<file path="src/shared/drcto_consts.vh">
`ifndef DRCTO_CONSTS_VH
`define DRCTO_CONSTS_VH

// ==========================================================
// register offsets
`define DRCTO_ADDR_CTRL 7'h44
`define DRCTO_ADDR_HOLD 7'h45
`define DRCTO_ADDR_RATE 7'h46

// ==========================================================
// reset values
`define DRCTO_RST_CTRL 8'h0f
`define DRCTO_RST_HOLD 4'h7
`define DRCTO_RST_ATTACK 4'h0
`define DRCTO_RST_DECAY 4'h0
`define DRCTO_RST_THR 3'h3
`define DRCTO_RST_HYS 2'h3

// ==========================================================
// field positions
`define DRCTO_CTRL_EN_BIT 6
`define DRCTO_CTRL_THR_HI 4
`define DRCTO_CTRL_THR_LO 2
`define DRCTO_CTRL_HYS_HI 1
`define DRCTO_CTRL_HYS_LO 0
`define DRCTO_HOLD_HI 6
`define DRCTO_HOLD_LO 3
`define DRCTO_ATTACK_HI 7
`define DRCTO_ATTACK_LO 4
`define DRCTO_DECAY_HI 3
`define DRCTO_DECAY_LO 0

// ==========================================================
// hold lengths in word clocks, rate steps (lsb = 2^-21 dB)
`define DRCTO_HOLD_BASE 18'h00020
`define DRCTO_HOLD_C13 18'h18000
`define DRCTO_HOLD_C14 18'h20000
`define DRCTO_HOLD_C15 18'h28000
`define DRCTO_ATTACK_BASE 24'h800000
`define DRCTO_DECAY_BASE 24'h008000

`endif

</file>
<file path="src/hw/drcto_timing_control.v">
// Behaviour
// - hold code zero skips hold phase
// - hold field bits 6:3, 32 doubling up to code 12, 13 holds 98304
// - code 15 holds 163840, 14 holds 131072
// - attack field 7:4, 4 dB halving
// - slowest attack codes give tiny steps
// - decay is 0.015625 dB over 2^code
// - compressor runs only when enabled
// - threshold -3 to -24 dB, reset -12
`timescale 1ns/1ps
`default_nettype none
`include "drcto_consts.vh"

module drcto_timing_control (
  input wire i_sys_clk,
  input wire i_nrst,
  input wire [6:0] i_reg_addr,
  input wire i_reg_wr,
  input wire i_reg_rd,
  input wire [7:0] i_reg_wdata,
  input wire i_word_tick,
  input wire i_over_threshold,
  input wire i_gain_restored,
  output reg [7:0] o_reg_rdata,
  output reg o_enable,
  output reg [2:0] o_threshold_code,
  output reg [1:0] o_hysteresis_code,
  output reg o_attack_active,
  output reg o_hold_active,
  output reg o_decay_active,
  output reg [23:0] o_attack_step,
  output reg [23:0] o_decay_step
);

  // ==========================================================
  // helpers
  localparam [1:0] ST_IDLE = 2'd0;
  localparam [1:0] ST_ATTACK = 2'd1;
  localparam [1:0] ST_HOLD = 2'd2;
  localparam [1:0] ST_DECAY = 2'd3;

  // hold length in word clocks for a nonzero code
  function [17:0] drcto_hold_len;
    input [3:0] code;
    begin
      case (code)
        4'hd: drcto_hold_len = `DRCTO_HOLD_C13;
        4'he: drcto_hold_len = `DRCTO_HOLD_C14;
        4'hf: drcto_hold_len = `DRCTO_HOLD_C15;
        4'h0: drcto_hold_len = 18'h00000;
        default: drcto_hold_len = `DRCTO_HOLD_BASE << (code - 4'h1);
      endcase
    end
  endfunction

  // step size halves with each code
  function [23:0] drcto_rate;
    input [23:0] base;
    input [3:0] code;
    begin
      drcto_rate = base >> code;
    end
  endfunction

  // write strobe aimed at one register offset
  function drcto_hit;
    input strobe;
    input [6:0] addr;
    input [6:0] target;
    begin
      drcto_hit = strobe && (addr == target);
    end
  endfunction

  // ==========================================================
  // registers
  reg [7:0] ctrl;
  reg [3:0] hold_code;
  reg [3:0] attack_code;
  reg [3:0] decay_code;
  reg [1:0] state;
  reg [1:0] next_state;
  reg [17:0] hold_cnt;
  reg [17:0] next_hold_cnt;

  // control register, stored whole
  always @(posedge i_sys_clk or negedge i_nrst) begin
    if (!i_nrst) begin
      ctrl <= `DRCTO_RST_CTRL;
    end else if (drcto_hit(i_reg_wr, i_reg_addr, `DRCTO_ADDR_CTRL)) begin
      ctrl <= i_reg_wdata;
    end
  end

  // hold code; reserved bits of this register are not stored
  always @(posedge i_sys_clk or negedge i_nrst) begin
    if (!i_nrst) begin
      hold_code <= `DRCTO_RST_HOLD;
    end else if (drcto_hit(i_reg_wr, i_reg_addr, `DRCTO_ADDR_HOLD)) begin
      hold_code <= i_reg_wdata[`DRCTO_HOLD_HI:`DRCTO_HOLD_LO];
    end
  end

  // attack and decay codes share one register
  always @(posedge i_sys_clk or negedge i_nrst) begin
    if (!i_nrst) begin
      attack_code <= `DRCTO_RST_ATTACK;
      decay_code <= `DRCTO_RST_DECAY;
    end else if (drcto_hit(i_reg_wr, i_reg_addr, `DRCTO_ADDR_RATE)) begin
      attack_code <= i_reg_wdata[`DRCTO_ATTACK_HI:`DRCTO_ATTACK_LO];
      decay_code <= i_reg_wdata[`DRCTO_DECAY_HI:`DRCTO_DECAY_LO];
    end
  end

  // registered read data, unmapped reads zero
  always @(posedge i_sys_clk or negedge i_nrst) begin
    if (!i_nrst) begin
      o_reg_rdata <= 8'h00;
    end else if (i_reg_rd) begin
      case (i_reg_addr)
        `DRCTO_ADDR_CTRL: o_reg_rdata <= ctrl;
        `DRCTO_ADDR_HOLD: o_reg_rdata <= {1'b0, hold_code, 3'b000};
        `DRCTO_ADDR_RATE: o_reg_rdata <= {attack_code, decay_code};
        default: o_reg_rdata <= 8'h00;
      endcase
    end
  end

  // ==========================================================
  // attack / hold / decay sequencer
  always @* begin
    next_state = state;
    next_hold_cnt = hold_cnt;
    if (!ctrl[`DRCTO_CTRL_EN_BIT]) begin
      next_state = ST_IDLE;
      next_hold_cnt = 18'h00000;
    end else if (i_word_tick) begin
      case (state)
        ST_IDLE: begin
          if (i_over_threshold) begin
            next_state = ST_ATTACK;
          end
        end
        ST_ATTACK: begin
          if (!i_over_threshold) begin
            if (hold_code == 4'h0) begin
              next_state = ST_DECAY;
            end else begin
              next_state = ST_HOLD;
              next_hold_cnt = drcto_hold_len(hold_code) - 18'h00001;
            end
          end
        end
        ST_HOLD: begin
          if (i_over_threshold) begin
            next_state = ST_ATTACK;
          end else if (hold_cnt == 18'h00000) begin
            next_state = ST_DECAY;
          end else begin
            next_hold_cnt = hold_cnt - 18'h00001;
          end
        end
        ST_DECAY: begin
          if (i_over_threshold) begin
            next_state = ST_ATTACK;
          end else if (i_gain_restored) begin
            next_state = ST_IDLE;
          end
        end
        default: next_state = ST_IDLE;
      endcase
    end
  end

  // state and hold counter
  always @(posedge i_sys_clk or negedge i_nrst) begin
    if (!i_nrst) begin
      state <= ST_IDLE;
      hold_cnt <= 18'h00000;
    end else begin
      state <= next_state;
      hold_cnt <= next_hold_cnt;
    end
  end

  // ==========================================================
  // outputs

  // control fields mirrored to the datapath
  always @(posedge i_sys_clk or negedge i_nrst) begin
    if (!i_nrst) begin
      o_enable <= 1'h0;
      o_threshold_code <= `DRCTO_RST_THR;
      o_hysteresis_code <= `DRCTO_RST_HYS;
    end else begin
      o_enable <= ctrl[`DRCTO_CTRL_EN_BIT];
      o_threshold_code <= ctrl[`DRCTO_CTRL_THR_HI:`DRCTO_CTRL_THR_LO];
      o_hysteresis_code <= ctrl[`DRCTO_CTRL_HYS_HI:`DRCTO_CTRL_HYS_LO];
    end
  end

  // phase flags follow the next state, so they move on the tick edge
  always @(posedge i_sys_clk or negedge i_nrst) begin
    if (!i_nrst) begin
      o_attack_active <= 1'h0;
      o_hold_active <= 1'h0;
      o_decay_active <= 1'h0;
    end else begin
      o_attack_active <= (next_state == ST_ATTACK);
      o_hold_active <= (next_state == ST_HOLD);
      o_decay_active <= (next_state == ST_DECAY);
    end
  end

  // step sizes per word clock, lsb is 2^-21 dB
  always @(posedge i_sys_clk or negedge i_nrst) begin
    if (!i_nrst) begin
      o_attack_step <= `DRCTO_ATTACK_BASE;
      o_decay_step <= `DRCTO_DECAY_BASE;
    end else begin
      o_attack_step <= drcto_rate(`DRCTO_ATTACK_BASE, attack_code);
      o_decay_step <= drcto_rate(`DRCTO_DECAY_BASE, decay_code);
    end
  end

endmodule
`default_nettype wire

</file>
<file path="config.mk">
export PLATFORM = sky130hd
export DESIGN_NAME = drcto_timing_control
export DESIGN_NICKNAME = d
export VERILOG_FILES = /design/src/hw/drcto_timing_control.v
export VERILOG_INCLUDE_DIRS = /design/src /design/src/shared
export SDC_FILE = /design/constraint.sdc
export NUM_CORES = 1
export LEC_CHECK = 0
export ABC_AREA = 1
export BUFFER_PORTS_ARGS = -buffer_cell sky130_fd_sc_hd__buf_2
export CAP_MARGIN = 20
export CORE_UTILIZATION = 25
export CTS_CLUSTER_SIZE = 28
export DETAILED_ROUTE_END_ITERATION = 12
export HOLD_SLACK_MARGIN = 0.12
export SYNTH_ARGS = -nofsm -noshare
export SYNTH_HDL_FRONTEND = slang
export SYNTH_SLANG_ARGS = --single-unit
</file>
<file path="constraint.sdc">
create_clock -name i_sys_clk -period 2.05 [get_ports i_sys_clk]
set_input_delay 0.41 -clock i_sys_clk [delete_from_list [all_inputs] [get_ports i_sys_clk]]
set_output_delay 0.41 -clock i_sys_clk [all_outputs]
set_load 0.05 [all_outputs]
</file>
==> results.ini <==
[run_status]
run_status=finished, final reports clean

[worst_setup_path]
critical_path_buf_inv_count=2
critPathMaxStageDelay_ps=470
worst_setup_path_start_kind=register
critPathKind=register to register
cp_data_required_time_ps=2280
cp_cell_sequence=inv_2, nor2_2, buf_4, nor2_4, a21oi_4, nand3_1, nor2_2, o21ai_1, nand3_1, nand2_1
critical_path.top_delay_family=simple AND/OR/NAND/NOR gates
crit_path_end_kind=register
critical_path.slowest_cell=dfrtp_1
crit_fanout=10
arrival_ps=2110
reg2reg_setup_slack_ps=170

[routing]
dr.pass1.iters=5
via_count=3524
wl_um=10400
drt_iter0_drc=179
post_drt_wl_per_cell_um=12.5
drc=0
ant_nets=0
routed_via_density=4.24

[hold_path]
hp-class=input port to register

[logic_synthesis]
async_flop_share=1.00
postSynthAreaPerCell_um2=8.27
ys.flop_type=dfrtp_1
synth_top_area_frac=0.439
ys_ff_latch=89
synth_edf_count=0
yosys_warnings=0
synth_seq_area_share=0.518
yosysUniqueCellTypes=39
syn_area_um2=4330
yosys.area.top_type=dfrtp_1
synthTopCellsByArea=dfrtp_1 44%, nand2_1 11%, dfstp_2 7.9%
syn_inst=524
synth_common_cells=130 x nand2_1, 76 x dfrtp_1, 74 x nor2_1
synth.most_common_cell=nand2_1

[clock_tree]
insertion_delay_ps=340
clkSinkCount=89
cts_tree=built
cts_buffer_depth=2
clkTransAtPathRegs_ps=70
root_buffer=clkbuf_16
post_cts_buffers=0
cts_buffers=9
htreeDepth=3

[cells_and_area]
stdcell_area_um2=5230
drive_gt1_frac=0.222
nNetsFinal=630
fin_util=0.312
fin_cells=832
diodes=0
areaGrowthSynthToFinish_pct=20.6

[grt]
antenna_found_initial=0
grt_max_degree=37
grtUsageTotal=0.125
grt-ovfl-total=0
grt_pass1_vias=3461
grt_pass1_wl_um=17500

[floorplanning]
rows=47
dieWidth_um=134
ios=87
die_area_um2=17900
fp.dieH_um=134
start_util=0.259
core-area_um2=16800

[placed_design]
place_congestion=0.862
placed_cell_area_um2=4910
port_buffers=70
dp_hpwl_um=7940
dp.cells=815

[timing]
setup_violations=0
min_period_ps=1880
worst_clock_skew_ps=5.97
max_clock_freq_mhz=531
holdWs_ps=300
timing.final.crit_share=0.919
finalHoldViolCount=0
slew_viol_final=0

[job]
cap_violations=0

[pwr]
peakVddDrop_uv=368
power_leakage_nw=2.84
power_density_nw_per_um2=862

## worst register-to-register path, cell delays in order, from the launching register on
cell and delay (ps):
dfrtp_1 470, inv_2 60, nor2_2 210, buf_4 230, nor2_4 50, a21oi_4 210, nand3_1 180, nor2_2 160
o21ai_1 90, nand3_1 90, nand2_1 50
## layout by cell type, fill, tap and decap left out, drive strengths merged
| master | instances |
|---|---|
| a31oi | 3 |
| conb | 16 |
| buf | 84 |
| or2 | 3 |
| dlygate4sd3 | 1 |
| ha | 1 |
| clkinv | 7 |
| nor3 | 1 |
| nand3b | 1 |
| inv | 58 |
| o221ai | 2 |
| nand3 | 51 |
| dfstp | 13 |
| xnor2 | 2 |
| o22ai | 6 |
| clkbuf | 10 |
| xor2 | 4 |
| nor2 | 83 |
| a22oi | 1 |
| dfrtp | 76 |
| bufinv | 1 |
| nor3b | 2 |
| o21ai | 33 |
| o21a | 1 |
| a21oi | 15 |
| nand2 | 133 |
| nand4 | 4 |
## cell type report
cell class / instances / area (µm²)
inverter: 60 / 225
timing repair buffer: 85 / 480
tap: 220 / 275
sequential: 89 / 2240
clock inverter: 6 / 66.3
multi-input combinational: 362 / 1710
fill: 1770 / 11500
clock buffer: 10 / 229
## metal layers
layer / track usage / part of all wire
met5: 0 / 0
met4: 0.0366 / 0.0093
met3: 0.0247 / 0.042
met2: 0.196 / 0.45
met1: 0.172 / 0.50
## sequential cells by signal, indices dropped and copies added (netlist names)
name,flops
o_hysteresis_code,2
decay_code,4
state,2
o_enable,1
o_decay_step,16
o_decay_active,1
o_threshold_code,3
hold_code,4
attack_code,4
hold_cnt,18
o_hold_active,1
o_reg_rdata,8
o_attack_step,16
o_attack_active,1
ctrl,8
## per-stage QoR
stage | setup slack, ps | total power, W | setup TNS [ps]
CTS | 113 | 0.00458 | 0
finish | 167 | 0.00451 | 0
global placement | 158 | 0.00290 | 0
floorplan | 209 | 0.00267 | 0
global route | -3.62 | 0.00474 | -3.62
detailed placement | 133 | 0.00290 | 0
## timing repair
item                                    4_1_cts  5_1_grt
hold buffers                                  1        0
endpoints found under the setup margin        0        9
hold endpoints to repair                     27        0
gates resized for setup                       0        3
## cells by family (layout without fill, tap and decap cells)
group / after synthesis / count (layout) / synth area share
AOI/OAI and AO/OA: 61 / 61 / 0.0811
and+or+nand+nor: 278 / 278 / 0.282
other: 1 / 16 / 0.000865
DFF: 89 / 89 / 0.518
adders and majority gates: 1 / 1 / 0.00289
xor gates and xnor gates: 6 / 6 / 0.0121
buffers and inverters: 88 / 161 / 0.104
## path summary, 6_finish.rpt
path                                 from                  end  cells past startpoint
max                              state[1]         hold_cnt[13]                     10
min reg2reg                       ctrl[2]  o_threshold_code[0]                      0
max in group asynchronous          i_nrst         hold_code[1]                      3
min                        i_reg_wdata[5]       attack_code[1]                      3
max reg2reg                      state[1]         hold_cnt[13]                     10
min in group asynchronous          i_nrst      o_decay_step[5]                      2
## report_power, final
part	total (W)	internal (W)	switching, W
registers	0.00200	0.00190	0.0000995
clock network	0.00164	0.000949	0.000686
logic	0.000873	0.000220	0.000654
Power figures use the tool's default switching activity.
